### config.mk
export PLATFORM = sky130hd
export DESIGN_NAME = smc_top
export DESIGN_NICKNAME = d
export VERILOG_FILES = /design/src/pkg/smc_pkg.sv /design/src/smc_soft_start.sv /design/src/smc_top.sv
export SDC_FILE = /design/constraint.sdc
export NUM_CORES = 1
export LEC_CHECK = 0
export ABC_AREA = 1
export BUFFER_PORTS_ARGS = -buffer_cell sky130_fd_sc_hd__buf_2
export CORE_ASPECT_RATIO = 0.75
export CORE_MARGIN = 1
export CORE_UTILIZATION = 50
export DETAILED_ROUTE_END_ITERATION = 10
export GPL_TIMING_DRIVEN = 0
export PLACE_DENSITY_LB_ADDON = 0.08
export SYNTH_ARGS = -nofsm -noshare
export SYNTH_HDL_FRONTEND = slang
export SYNTH_HIERARCHICAL = 1
export SYNTH_SLANG_ARGS = --single-unit
export TNS_END_PERCENT = 100
### constraint.sdc
create_clock -name pclk -period 2.5 [get_ports pclk]
set_input_delay 0.5 -clock pclk [delete_from_list [all_inputs] [get_ports pclk]]
set_output_delay 0.5 -clock pclk [all_outputs]
set_load 0.05 [all_outputs]
### src/pkg/smc_pkg.sv
// Shared constants, types and register map of the supply mode controller.
// Contract
// - Wake timer period selectable 10 ms to 2 s.
// - Supply on in Normal, Stop, Restart only.
// - Buck PWM in Normal, Restart, Stop after switch.
// - PWM allows full duty at low input.
// - Stop entry switches buck to PFM.
// - Soft start at power-up and into Restart from Sleep or Fail-Safe.
// - Soft start ramps duty in held steps.
// - Status reports buck node faults and band.
// - Status bits never change mode or configuration.
// - Status reports boost pin faults, ground loss.
// - Boost enable only in Normal or Stop; a set enable bit still runs the boost in Restart.
// - Select bit picks threshold and hysteresis pair.
// - Boost on below threshold, off above hysteresis.
// - Active flag clears only above threshold.
// - Boost runs fixed-frequency PWM only.
// - Stop overload forces PWM, event, flag.
// - Stop command returns buck to PFM.
// - Allow bit zero disables automatic transition.
// - Wake pin selects modulation when enabled.
package smc_pkg;

  // Register byte addresses.
  localparam logic [7:0] SMC_ADDR_TIMER  = 8'h00;
  localparam logic [7:0] SMC_ADDR_HWCTL  = 8'h04;
  localparam logic [7:0] SMC_ADDR_MODE   = 8'h08;
  localparam logic [7:0] SMC_ADDR_STAT   = 8'h0c;
  localparam logic [7:0] SMC_ADDR_WKSTAT = 8'h10;
  localparam logic [7:0] SMC_ADDR_SSTAT  = 8'h14;

  ////////////////////////////////////////////////////////////////////////////////
  // System modes as reported by the mode controller.
  typedef enum logic [2:0] {
    SMC_NORMAL   = 3'b000,
    SMC_STOP     = 3'b001,
    SMC_RESTART  = 3'b010,
    SMC_SLEEP    = 3'b011,
    SMC_FAILSAFE = 3'b100
  } smc_mode_type;

  // Soft start sequencer states.
  typedef enum logic [0:0] {
    SMC_SS_IDLE = 1'b0,
    SMC_SS_RAMP = 1'b1
  } smc_ss_type;

  ////////////////////////////////////////////////////////////////////////////////
  // Hardware control fields and reset value.
  localparam int         SMC_HW_BOOST_EN  = 0;
  localparam int         SMC_HW_BOOST_SEL = 1;
  localparam int         SMC_HW_AUTO_OK   = 2;
  localparam int         SMC_HW_WAKE_MOD  = 3;
  localparam logic [3:0] SMC_HW_RESET     = 4'h4;

  // Wake timer control fields.
  localparam int         SMC_TMR_EN       = 3;
  localparam logic [3:0] SMC_TMR_RESET    = 4'h0;

  // Regulator status bit positions.
  localparam int SMC_ST_FAULTS = 6;
  localparam int SMC_ST_ACT    = 6;
  localparam int SMC_ST_RUN    = 7;
  localparam int SMC_WK_AUTO   = 0;

  ////////////////////////////////////////////////////////////////////////////////
  // Timing.
  localparam int SMC_CLK_HZ        = 25_000_000;
  localparam int SMC_CLK_NS        = 40;
  localparam int SMC_MS_CYCLES     = SMC_CLK_HZ / 1000;
  localparam int SMC_SW_PERIOD_NS  = 2500;
  localparam int SMC_SW_CYC        = SMC_SW_PERIOD_NS / SMC_CLK_NS;
  localparam logic [10:0] SMC_P10MS   = 11'h00a;
  localparam logic [10:0] SMC_P20MS   = 11'h014;
  localparam logic [10:0] SMC_P50MS   = 11'h032;
  localparam logic [10:0] SMC_P100MS  = 11'h064;
  localparam logic [10:0] SMC_P200MS  = 11'h0c8;
  localparam logic [10:0] SMC_P1000MS = 11'h3e8;
  localparam logic [10:0] SMC_P2000MS = 11'h7d0;

  // Soft start ramp shape.
  localparam logic [3:0] SMC_SS_HOLD = 4'h8;
  localparam logic [7:0] SMC_SS_MIN  = 8'h08;
  localparam logic [7:0] SMC_SS_STEP = 8'h08;
  localparam logic [7:0] SMC_SS_FULL = 8'hff;

endpackage

### src/smc_soft_start.sv
// Buck soft start duty ramp sequencer.
`timescale 1ns/1ns
`default_nettype none
module smc_soft_start
  import smc_pkg::*;
(
  input  wire logic       pclk,
  input  wire logic       presetn,
  input  wire logic       start,
  input  wire logic       sw_tick,
  input  wire logic       target_reached,
  output logic            active,
  output logic [7:0]      duty
);

  smc_ss_type state;
  logic [3:0] hold;

  ////////////////////////////////////////////////////////////////////////////////
  // Start at minimum duty, hold for some periods, then step up until the rail is reached.
  always_ff @(posedge pclk or negedge presetn) begin
    if (!presetn) begin
      state  <= SMC_SS_IDLE;
      hold   <= 4'h0;
      duty   <= 8'h00;
      active <= 1'b0;
    end else begin
      case (state)
        SMC_SS_IDLE: begin
          if (start) begin
            state  <= SMC_SS_RAMP;
            duty   <= SMC_SS_MIN;
            hold   <= 4'h0;
            active <= 1'b1;
          end
        end
        SMC_SS_RAMP: begin
          if (target_reached) begin
            state  <= SMC_SS_IDLE; // Hand over to the regulation loop.
            active <= 1'b0;
          end else if (sw_tick) begin
            if (hold == SMC_SS_HOLD - 4'h1) begin
              hold <= 4'h0;
              // Saturate so a rail that never arrives leaves the duty at full.
              duty <= (duty > SMC_SS_FULL - SMC_SS_STEP) ? SMC_SS_FULL : duty + SMC_SS_STEP;
            end else begin
              hold <= hold + 4'h1;
            end
          end
        end
        default: begin
          state  <= SMC_SS_IDLE;
          active <= 1'b0;
        end
      endcase
    end
  end

endmodule
`default_nettype wire

### src/smc_top.sv
// Supply mode controller: mode gating, buck modulation, soft start, boost hysteresis, status.
//
// Implementation choices: register access over APB and the register offsets.
`timescale 1ns/1ns
`default_nettype none
module smc_top
  import smc_pkg::*;
#(
  parameter int MS_DIV = SMC_MS_CYCLES
)
(
  input  wire logic        pclk,
  input  wire logic        presetn,
  input  wire logic        psel,
  input  wire logic        penable,
  input  wire logic        pwrite,
  input  wire logic [7:0]  paddr,
  input  wire logic [31:0] pwdata,
  output logic [31:0]      prdata,
  output logic             pready,
  output logic             pslverr,
  input  wire logic [2:0]  sys_mode,
  input  wire logic        buck_load_high,
  input  wire logic        buck_target_reached,
  input  wire logic        wake_input_pin,
  input  wire logic        sense_below_th1,
  input  wire logic        sense_above_hys1,
  input  wire logic        sense_below_th2,
  input  wire logic        sense_above_hys2,
  input  wire logic        buck_node_open,
  input  wire logic        buck_node_short,
  input  wire logic        buck_out_of_band,
  input  wire logic        boost_pin_open,
  input  wire logic        boost_pin_short,
  input  wire logic        boost_gnd_lost,
  output logic             smps_enable,
  output logic             buck_pwm,
  output logic             buck_full_duty_allow,
  output logic [7:0]       buck_duty,
  output logic             soft_start_active,
  output logic             boost_run,
  output logic             step_up_active_flag,
  output logic             auto_transition_event,
  output logic             wake_timer_tick
);

  ////////////////////////////////////////////////////////////////////////////////
  // Declarations.
  smc_mode_type mode;
  smc_mode_type mode_q;
  logic [3:0]   sense_raw;
  logic [3:0]   sense_s1;
  logic [3:0]   sense_s2;
  logic [5:0]   fault_raw;
  logic [5:0]   fault_flag;
  logic [3:0]   wake_timer_control;
  logic [3:0]   hardware_control;
  logic         auto_transition_flag;
  logic         auto_pwm;
  logic         powered_up;
  logic         ss_start;
  logic         sw_tick;
  logic [7:0]   sw_cnt;
  logic         ms_tick;
  logic [15:0]  ms_cnt;
  logic [10:0]  tmr_cnt;
  logic [10:0]  tmr_period;
  logic         supply_mode;
  logic         boost_mode;
  logic         boost_ok;
  logic         below_sel;
  logic         above_sel;
  logic         setup;
  logic         wr_en;
  logic         hit;
  logic [31:0]  rd_mux;
  logic         stop_cmd;
  logic         stop_entry;
  logic         auto_hit;
  logic         next_pwm;

  assign mode = smc_mode_type'(sys_mode);

  ////////////////////////////////////////////////////////////////////////////////
  // Two-stage synchronisers on the supply-sense comparators; only stage two is used.
  assign sense_raw = {sense_above_hys2, sense_below_th2, sense_above_hys1, sense_below_th1};

  generate
    for (genvar i = 0; i < 4; i++) begin : g_sync
      always_ff @(posedge pclk or negedge presetn) begin
        if (!presetn) begin
          sense_s1[i] <= 1'b0;
          sense_s2[i] <= 1'b0;
        end else begin
          sense_s1[i] <= sense_raw[i];
          sense_s2[i] <= sense_s1[i];
        end
      end
    end
  endgenerate

  ////////////////////////////////////////////////////////////////////////////////
  // Mode decode.
  always_comb begin
    supply_mode = (mode == SMC_NORMAL) || (mode == SMC_STOP) || (mode == SMC_RESTART);
    boost_mode  = (mode == SMC_NORMAL) || (mode == SMC_STOP);
  end

  // Previous mode and power-up marker for transition detection.
  always_ff @(posedge pclk or negedge presetn) begin
    if (!presetn) begin
      mode_q     <= SMC_SLEEP;
      powered_up <= 1'b0;
    end else begin
      mode_q     <= mode;
      powered_up <= 1'b1;
    end
  end

  assign stop_entry = (mode == SMC_STOP) && (mode_q != SMC_STOP);
  // Power-up, Sleep to Restart and Fail-Safe to Restart launch a soft start.
  assign ss_start = !powered_up ||
                    ((mode == SMC_RESTART) && ((mode_q == SMC_SLEEP) || (mode_q == SMC_FAILSAFE)));

  ////////////////////////////////////////////////////////////////////////////////
  // Switching period and millisecond enables from dividers.
  always_ff @(posedge pclk or negedge presetn) begin
    if (!presetn) begin
      sw_cnt  <= 8'h00;
      sw_tick <= 1'b0;
    end else begin
      sw_tick <= (sw_cnt == 8'(SMC_SW_CYC - 1));
      sw_cnt  <= (sw_cnt == 8'(SMC_SW_CYC - 1)) ? 8'h00 : sw_cnt + 8'h01;
    end
  end

  always_ff @(posedge pclk or negedge presetn) begin
    if (!presetn) begin
      ms_cnt  <= 16'h0000;
      ms_tick <= 1'b0;
    end else begin
      ms_tick <= (ms_cnt == 16'(MS_DIV - 1));
      ms_cnt  <= (ms_cnt == 16'(MS_DIV - 1)) ? 16'h0000 : ms_cnt + 16'h0001;
    end
  end

  ////////////////////////////////////////////////////////////////////////////////
  // Wake timer: period selected by the low field; codes outside the set stop the timer.
  always_comb begin
    case (wake_timer_control[2:0])
      3'h0:    tmr_period = SMC_P10MS;
      3'h1:    tmr_period = SMC_P20MS;
      3'h2:    tmr_period = SMC_P50MS;
      3'h3:    tmr_period = SMC_P100MS;
      3'h4:    tmr_period = SMC_P200MS;
      3'h5:    tmr_period = SMC_P1000MS;
      3'h6:    tmr_period = SMC_P2000MS;
      default: tmr_period = 11'h000;
    endcase
  end

  always_ff @(posedge pclk or negedge presetn) begin
    if (!presetn) begin
      tmr_cnt         <= 11'h000;
      wake_timer_tick <= 1'b0;
    end else begin
      wake_timer_tick <= 1'b0;
      if (!wake_timer_control[SMC_TMR_EN] || (tmr_period == 11'h000) || !boost_mode) begin
        tmr_cnt <= 11'h000;
      end else if (ms_tick) begin
        if (tmr_cnt >= tmr_period - 11'h001) begin
          tmr_cnt         <= 11'h000;
          wake_timer_tick <= 1'b1;
        end else begin
          tmr_cnt <= tmr_cnt + 11'h001;
        end
      end
    end
  end

  ////////////////////////////////////////////////////////////////////////////////
  // APB slave: zero wait states, answer registered from the setup cycle.
  assign setup = psel && !penable;
  assign wr_en = psel && penable && pready && pwrite;

  always_comb begin
    hit    = 1'b1;
    rd_mux = 32'h0000_0000;
    case (paddr)
      SMC_ADDR_TIMER:  rd_mux[3:0] = wake_timer_control;
      SMC_ADDR_HWCTL:  rd_mux[3:0] = hardware_control;
      SMC_ADDR_MODE:   rd_mux[2:0] = mode;
      SMC_ADDR_STAT:   rd_mux[7:0] = {boost_run, step_up_active_flag, fault_flag};
      SMC_ADDR_WKSTAT: rd_mux[SMC_WK_AUTO] = auto_transition_flag;
      SMC_ADDR_SSTAT:  rd_mux[9:0] = {buck_pwm, soft_start_active, buck_duty};
      default:         hit = 1'b0;
    endcase
  end

  always_ff @(posedge pclk or negedge presetn) begin
    if (!presetn) begin
      pready  <= 1'b0;
      pslverr <= 1'b0;
      prdata  <= 32'h0000_0000;
    end else begin
      pready  <= setup;
      pslverr <= setup && !hit;
      prdata  <= (setup && !pwrite) ? rd_mux : 32'h0000_0000;
    end
  end

  ////////////////////////////////////////////////////////////////////////////////
  // Control registers. Boost enable is accepted only in Normal or Stop.
  always_ff @(posedge pclk or negedge presetn) begin
    if (!presetn) begin
      wake_timer_control <= SMC_TMR_RESET;
      hardware_control   <= SMC_HW_RESET;
    end else if (wr_en) begin
      if (paddr == SMC_ADDR_TIMER) begin
        wake_timer_control <= pwdata[3:0];
      end
      if (paddr == SMC_ADDR_HWCTL) begin
        hardware_control[3:1] <= pwdata[3:1];
        if (boost_mode) begin
          hardware_control[SMC_HW_BOOST_EN] <= pwdata[SMC_HW_BOOST_EN];
        end
      end
    end
  end

  // A Stop code written to the mode register re-arms PFM.
  assign stop_cmd = wr_en && (paddr == SMC_ADDR_MODE) && (pwdata[2:0] == SMC_STOP);

  ////////////////////////////////////////////////////////////////////////////////
  // Regulator status: sticky, write one to clear, a new fault wins over the clear.
  // Nothing here feeds mode or configuration, so faults only inform software.
  assign fault_raw = {boost_gnd_lost, boost_pin_short, boost_pin_open,
                      buck_out_of_band, buck_node_short, buck_node_open};

  generate
    for (genvar f = 0; f < SMC_ST_FAULTS; f++) begin : g_fault
      always_ff @(posedge pclk or negedge presetn) begin
        if (!presetn) begin
          fault_flag[f] <= 1'b0;
        end else begin
          fault_flag[f] <= fault_raw[f] ||
                           (fault_flag[f] && !(wr_en && (paddr == SMC_ADDR_STAT) && pwdata[f]));
        end
      end
    end
  endgenerate

  ////////////////////////////////////////////////////////////////////////////////
  // Boost hysteresis on the selected threshold pair; the boost itself only runs PWM.
  always_comb begin
    boost_ok  = hardware_control[SMC_HW_BOOST_EN] && supply_mode;
    below_sel = hardware_control[SMC_HW_BOOST_SEL] ? sense_s2[0] : sense_s2[2];
    above_sel = hardware_control[SMC_HW_BOOST_SEL] ? sense_s2[1] : sense_s2[3];
  end

  always_ff @(posedge pclk or negedge presetn) begin
    if (!presetn) begin
      boost_run <= 1'b0;
    end else if (!boost_ok) begin
      boost_run <= 1'b0;
    end else if (below_sel) begin
      boost_run <= 1'b1;
    end else if (above_sel) begin
      boost_run <= 1'b0;
    end
  end

  // Activation sets the flag; a clear is honoured only above the threshold.
  always_ff @(posedge pclk or negedge presetn) begin
    if (!presetn) begin
      step_up_active_flag <= 1'b0;
    end else if (boost_ok && below_sel && !boost_run) begin
      step_up_active_flag <= 1'b1;
    end else if (wr_en && (paddr == SMC_ADDR_STAT) && pwdata[SMC_ST_ACT] && !below_sel) begin
      step_up_active_flag <= 1'b0;
    end
  end

  ////////////////////////////////////////////////////////////////////////////////
  // Automatic PFM to PWM switch in Stop on overload, cleared by a Stop command or entry.
  assign auto_hit = (mode == SMC_STOP) && hardware_control[SMC_HW_AUTO_OK] &&
                    buck_load_high && !auto_pwm;

  always_ff @(posedge pclk or negedge presetn) begin
    if (!presetn) begin
      auto_pwm              <= 1'b0;
      auto_transition_event <= 1'b0;
    end else begin
      auto_transition_event <= auto_hit;
      if (mode != SMC_STOP || stop_entry || stop_cmd) begin
        auto_pwm <= 1'b0;
      end else if (auto_hit) begin
        auto_pwm <= 1'b1;
      end
    end
  end

  // Wake status flag: hardware set wins over a software clear.
  always_ff @(posedge pclk or negedge presetn) begin
    if (!presetn) begin
      auto_transition_flag <= 1'b0;
    end else begin
      auto_transition_flag <= auto_hit ||
                              (auto_transition_flag &&
                               !(wr_en && (paddr == SMC_ADDR_WKSTAT) && pwdata[SMC_WK_AUTO]));
    end
  end

  // Buck modulation per mode; the wake pin is taken unfiltered by design.
  always_comb begin
    case (mode)
      SMC_NORMAL:  next_pwm = 1'b1;
      SMC_RESTART: next_pwm = 1'b1;
      SMC_STOP:    next_pwm = !stop_entry && (auto_pwm ||
                              (hardware_control[SMC_HW_WAKE_MOD] && wake_input_pin));
      default:     next_pwm = 1'b0;
    endcase
  end

  always_ff @(posedge pclk or negedge presetn) begin
    if (!presetn) begin
      smps_enable          <= 1'b0;
      buck_pwm             <= 1'b0;
      buck_full_duty_allow <= 1'b0;
    end else begin
      smps_enable          <= supply_mode;
      buck_pwm             <= next_pwm && supply_mode;
      buck_full_duty_allow <= next_pwm && supply_mode && !soft_start_active;
    end
  end

  ////////////////////////////////////////////////////////////////////////////////
  // Soft start sequencer.
  smc_soft_start u_soft_start (
    .pclk           (pclk),
    .presetn        (presetn),
    .start          (ss_start),
    .sw_tick        (sw_tick),
    .target_reached (buck_target_reached),
    .active         (soft_start_active),
    .duty           (buck_duty)
  );

endmodule
`default_nettype wire

; Word level (Yosys, flattened, before mapping)
; Index checks and enable logic that the tools add are counted.
[word_totals]
input_bits = 61
elab_cells = 206
regBits = 98
[op_classes]
addsub = 6
n_reduce_logical = 87
order_cmp = 2
muxes = 43
n_bitwise = 1
eq_ne = 27
[ops]
columns = cell, count
row1 = one-hot mux 11 bit (7 select lines), 1
row2 = 2-to-1 mux 8 bit, 6
row3 = logical AND 1 bit, 38
row4 = 2-to-1 mux 11 bit, 3
row5 = logical NOT 1 bit, 18
row6 = 2-to-1 mux 1 bit, 17
row7 = "adder 16 x 1 -> 16 bit, second input constant", 1
row8 = "== test 16 x 15 -> 1 bit, second input constant", 1
row9 = "== test 8 x 4 -> 1 bit, second input constant", 2
row10 = "== test 8 x 5 -> 1 bit, second input constant", 2
row11 = logical OR 1 bit, 16
row12 = 2-to-1 mux 16 bit, 1
row13 = 2-to-1 mux 4 bit, 4
row14 = one-hot mux 4 bit (2 select lines), 2
row15 = one-hot mux 8 bit (2 select lines), 1
row16 = "== test 3 x 2 -> 1 bit, second input constant", 4
row17 = "== test 3 bit, second input constant", 4
row18 = "adder 11 x 1 -> 11 bit, second input constant", 1
row19 = >= comparator 11 bit, 1
row20 = logical NOT 11 bit, 1
row21 = "subtractor 11 x 1 -> 11 bit, second input constant", 1
row22 = 2-to-1 mux 10 bit, 1
row23 = "!= test 2 bit, second input constant", 5
row24 = one-hot mux 2 bit (5 select lines), 1
row25 = 22 further kinds, 34

; Depth between registers and ports, before layout
[depth]
depth_word = 8
depth_mapped = 15

; Cells and area by module
; The synthesis kept the hierarchy.
[modules_own_cells]
columns = module, cells_each, seq_area_each_um2, instances, area_each_um2
row1 = smc_top, 548, 2105.8, 1, 4585.6
row2 = smc_soft_start, 83, 300.3, 1, 739.5

; Least setup slack after synthesis
; Ideal clock, no wire load.
[synth_path]
path_type = register -> register
start = register wake_timer_control[2]
end = register tmr_cnt[0]
synth_period_minus_slack_ps = 2325
path_slack_ps = 175
path_stages_with_launch = 15
t_arrival_ps = 2248
setup_ps = 76
path_cell_list = dfrtp_1 -> buf_2 -> nor2_1 -> inv_1 -> ha_1 -> or2_2 -> nand3_1 -> ha_1 -> nand2_1 -> a21oi_1 -> nor2_1 -> nand2_1 -> nor2_1 -> nand3_1 -> o21ai_1
[synth_via]
elab_chain_len = 7
[synth_lines]
columns = item, line
row1 = from (decl), smc_top.sv:56  ; logic [3:0] wake_timer_control;
row2 = from (signal assigned), smc_top.sv:220  ; wake_timer_control <= pwdata[3:0];
row3 = "== test 3 bit, or another cell as far along", smc_top.sv:150  ; case (wake_timer_control[2:0])
row4 = one-hot mux 11 bit (7 select lines) (*), smc_top.sv:150
row5 = subtractor 11 x 1 -> 11 bit, smc_top.sv:171  ; if (tmr_cnt >= tmr_period - 11'h001) begin
row6 = >= comparator 11 bit, smc_top.sv:171
row7 = 2-to-1 mux 11 bit, smc_top.sv:171
row8 = 2-to-1 mux 11 bit, smc_top.sv:170  ; end else if (ms_tick) begin
row9 = 2-to-1 mux 11 bit, smc_top.sv:168  ; if (!wake_timer_control[SMC_TMR_EN] || (tmr_period == 11'h000) || !boost_mode) begin
row10 = to (signal assigned), smc_top.sv:175  ; tmr_cnt <= tmr_cnt + 11'h001;
row11 = to (decl), smc_top.sv:66  ; logic [10:0] tmr_cnt;
; Mark *: on every way between the ends. The rest lies on a longest branch, timed or not. The select of a mux whose other input is x is not followed.
; A chain may end at the register's enable or synchronous reset.

; Worst setup path after layout
[layout_path]
start = register wake_timer_control[2]
end = register tmr_cnt[2]
; The elaborated chain is that of the path after synthesis.

==> metrics.md <==
| Metric | Value |
|---|---|
| Status | `complete, no violations` |
| Yosys top cell by area | `dfrtp_1` |
| Critical path type | `reg -> reg` |
| Gr busiest metal | `met2` |
| Yosys warnings | `6` |
| Number of top-level pins | `111` |
| Routed wire length | `11,400 um` |
| Residual DRC | `0` |
| Latest clock arrival within the worst-skew pair | `0.34 ns` |
| Share of layout cells above drive strength 1 | `23.9%` |
| Met3 Use GR | `4.84%` |
| Number of distinct library cells after synthesis | `51` |
| Synth top area share | `43.7%` |
| Largest net degree at the start of global routing | `67` |
| Clk pin slew, worst setup/hold paths | `0.07 ns` |
| Peak supply drop | `0.393 mV` |
| Drt pass-1 iters | `5` |
| Setup slack, reg-to-reg | `0.11 ns` |
| Post-synth EDFFs | `0` |
| Initial core utilization | `51.6%` |
| Final Critical Period | `2.39 ns` |
| Syn Std Cell Area | `5330 um^2` |
| CTS max path bufs | `2` |
| Vias in the first global route | `3,960` |
| Max-slew violation count | `0` |
| Ys flop type | `dfrtp_1` |
| Worst r2r src | `wake_timer_control[2]$_DFFE_PN0P_` |
| GRT Total Usage | `21.7%` |
| R2R cell count | `14` |
| Power density over the cells | `575 nW/um^2` |
| Hold Crit Class | `in -> async` |
| Area growth syn-to-layout | `18.0%` |
| Count leader, synth | `nand2_1` |
| GRT met2 Usage | `34.0%` |
| Die Ht | `91.4 um` |
| TritonCTS clock tree | `built` |
| Fin area | `6280 um^2` |
| Final ANT Viol Nets | `0` |
| Max Cap Viol | `0` |
| Initial DRC count | `249` |
| CTS Hold Buffers Added | `0` |
| Fin. Hold Viols | `0` |
| Tcrit/Tclk final | `95.7%` |
| First-pass GRT wire length | `18,800 um` |
| DR WL/cell | `13.1 um` |
| Overall power | `3.61 mW` |
| Final setup viols | `0` |
| Antenna diodes | `0` |
| Top cells by count, synth | `nand2_1, dfrtp_1, inv_1` |
| CP startpoint | `wake_timer_control[2]$_DFFE_PN0P_` |
| M1 GR Usage | `30.8%` |
| Crit path max fanout | `10` |
| Vias | `4,314` |
| Htree depth | `3` |
| Clock Skew | `0.00730 ns` |
| Crit path launch type | `flop` |
| Crit path DAT | `2.67 ns` |
| Placed cells | `852` |
| DR vias/cell | `4.96` |
| Synth Instances | `631` |
| Yosys reg bits | `96` |
| Core area | `10,300 um^2` |
| Clock sinks | `96` |
| Placed Area | `5920 um^2` |
| Fin cells | `869` |
| CP required | `2.78 ns` |
| Routability cong. | `0.856` |
| Worst r2r dst | `tmr_cnt[2]$_DFFE_PN0P_` |
| Ranking of synthesized cells by area | `dfrtp_1, nand2_1, inv_1` |
| Critical path endpoint | `tmr_cnt[2]$_DFFE_PN0P_` |
| Static Leakage | `3.12 nW` |
| CP Capture Type | `flop` |
| Die X | `121 um` |
| PortBufs | `63` |
| Hpwl dp | `8660 um` |
| Register area share after synthesis | `45.2%` |
| Total gr overflow | `0` |
| Initial antenna violation count | `0` |
| Async S/R FF share, synth | `100%` |
| Rows | `32` |
| Max Fclk | `418 MHz` |
| Fin nets | `806` |
| Syn_area_per_cell | `8.44 um^2` |
| Die Area | `11,100 um^2` |
| CTS Buf Count | `9` |
| Clock root buffer | `clkbuf_16` |
==> worst max-delay path, cell delays in order, from the launching register on <==
cell and delay (ns):
dfrtp_1 0.40, buf_6 0.15, nor2_4 0.11, inv_1 0.08, ha_4 0.18, or2_2 0.31
nand3_1 0.09, ha_1 0.25, nand2_2 0.10, a21oi_1 0.05, nor2_1 0.15, nand2_1 0.10
nor2_4 0.19, nand4_1 0.11, nand2_1 0.07
==> metal layers <==
layer / vias up / part of all wire, %
met2: 116 / 45
met4: 0 / 0.55
met5: - / 0
met1: 2017 / 49
li1: 2174 / -
met3: 7 / 5.6
==> kinds of logic (layout without fill, tap and decap cells) <==
logic type | Yosys count | in the layout | synth area share [%]
and+or+nand+nor | 329 | 329 | 30.8
buffers and inverters | 111 | 192 | 10.4
DFF | 96 | 96 | 45.2
AOI/OAI and AO/OA | 59 | 59 | 6.70
adders and majority gates | 17 | 17 | 3.99
xor gates and xnor gates | 17 | 17 | 2.80
other | 2 | 23 | 0.141
==> state kept, by name (all words and copies together), names as in the netlist, 3 cells and up <==
signal              cells
sw_cnt                  8
wake_timer_control      4
sense_s1                4
fault_flag              6
tmr_cnt                11
ms_cnt                 16
prdata                 10
u_soft_start/hold       4
hardware_control        4
mode_q                  3
sense_s2                4
u_soft_start/duty       6
==> stage by stage <==
| stage | util, % | setup TNS [ns] | worst slack [ns] | hold WS (ns) |
|---|---|---|---|---|
| 6_report | 60.8 | 0 | 0.109 | 0.0961 |
| 3_3_place_gp | 57.0 | -3.99 | -0.0840 | 0.335 |
| 2_1_floorplan | - | 0 | 0.175 | 0.204 |
| 3_5_place_dp | 57.3 | -0.627 | -0.118 | 0.338 |
| 4_1_cts | 60.3 | 0 | 0.00389 | 0.103 |
| 5_1_grt | 60.8 | -0.192 | -0.0444 | 0.117 |
==> layout by cell type, fill, tap and decap left out, types with 9 or more instances in the layout <==
master	count
nand2_1	144
dfrtp_1	93
inv_1	73
buf_2	62
nor2_1	58
nand3_1	53
buf_4	28
conb_1	23
a21oi_1	20
o21ai_0	17
ha_1	16
xor2_1	15
nand4_1	13
clkbuf_16	9
==> what timing repair did <==
item	in CTS	in global routing
pin swaps	0	5
setup buffers	0	1
setup endpoints to repair	11	12
gates resized for setup	3	14
==> report_power, final <==
part           total [mW]  switching (mW)  internal [mW]  leakage, nW
combinational       0.557           0.397          0.160         1.74
sequential           1.68          0.0671           1.62         1.23
clock                1.37           0.589          0.783        0.145
total                3.61            1.05           2.56         3.12
==> final cells by class <==
class,count,area (um^2)
Fill cell,941,4050
Clock buffer,10,229
Clock inverter,6,67.6
Sequential cell,96,2410
Tap cell,136,170
Timing Repair Buffer,65,353
Multi-Input combinational cell,445,2500
Buffer,31,255
Inverter,80,304
==> worst min-delay path by stage <==
stage,cells after the start,slack [ns],start,endpoint
after floorplan,0,0.20,presetn,auto_pwm$_DFFE_PN0P_
after global placement,0,0.34,sense_s1[0]$_DFF_PN0_,sense_s2[0]$_DFF_PN0_
after detailed placement,0,0.34,sense_s1[3]$_DFF_PN0_,sense_s2[3]$_DFF_PN0_
after CTS,1,0.10,presetn,tmr_cnt[1]$_DFFE_PN0P_
after global routing,1,0.12,presetn,buck_full_duty_allow$_DFF_PN0_
final,1,0.1,presetn,pslverr$_DFF_PN0_
Note: power is estimated with default switching activity, not from simulation.
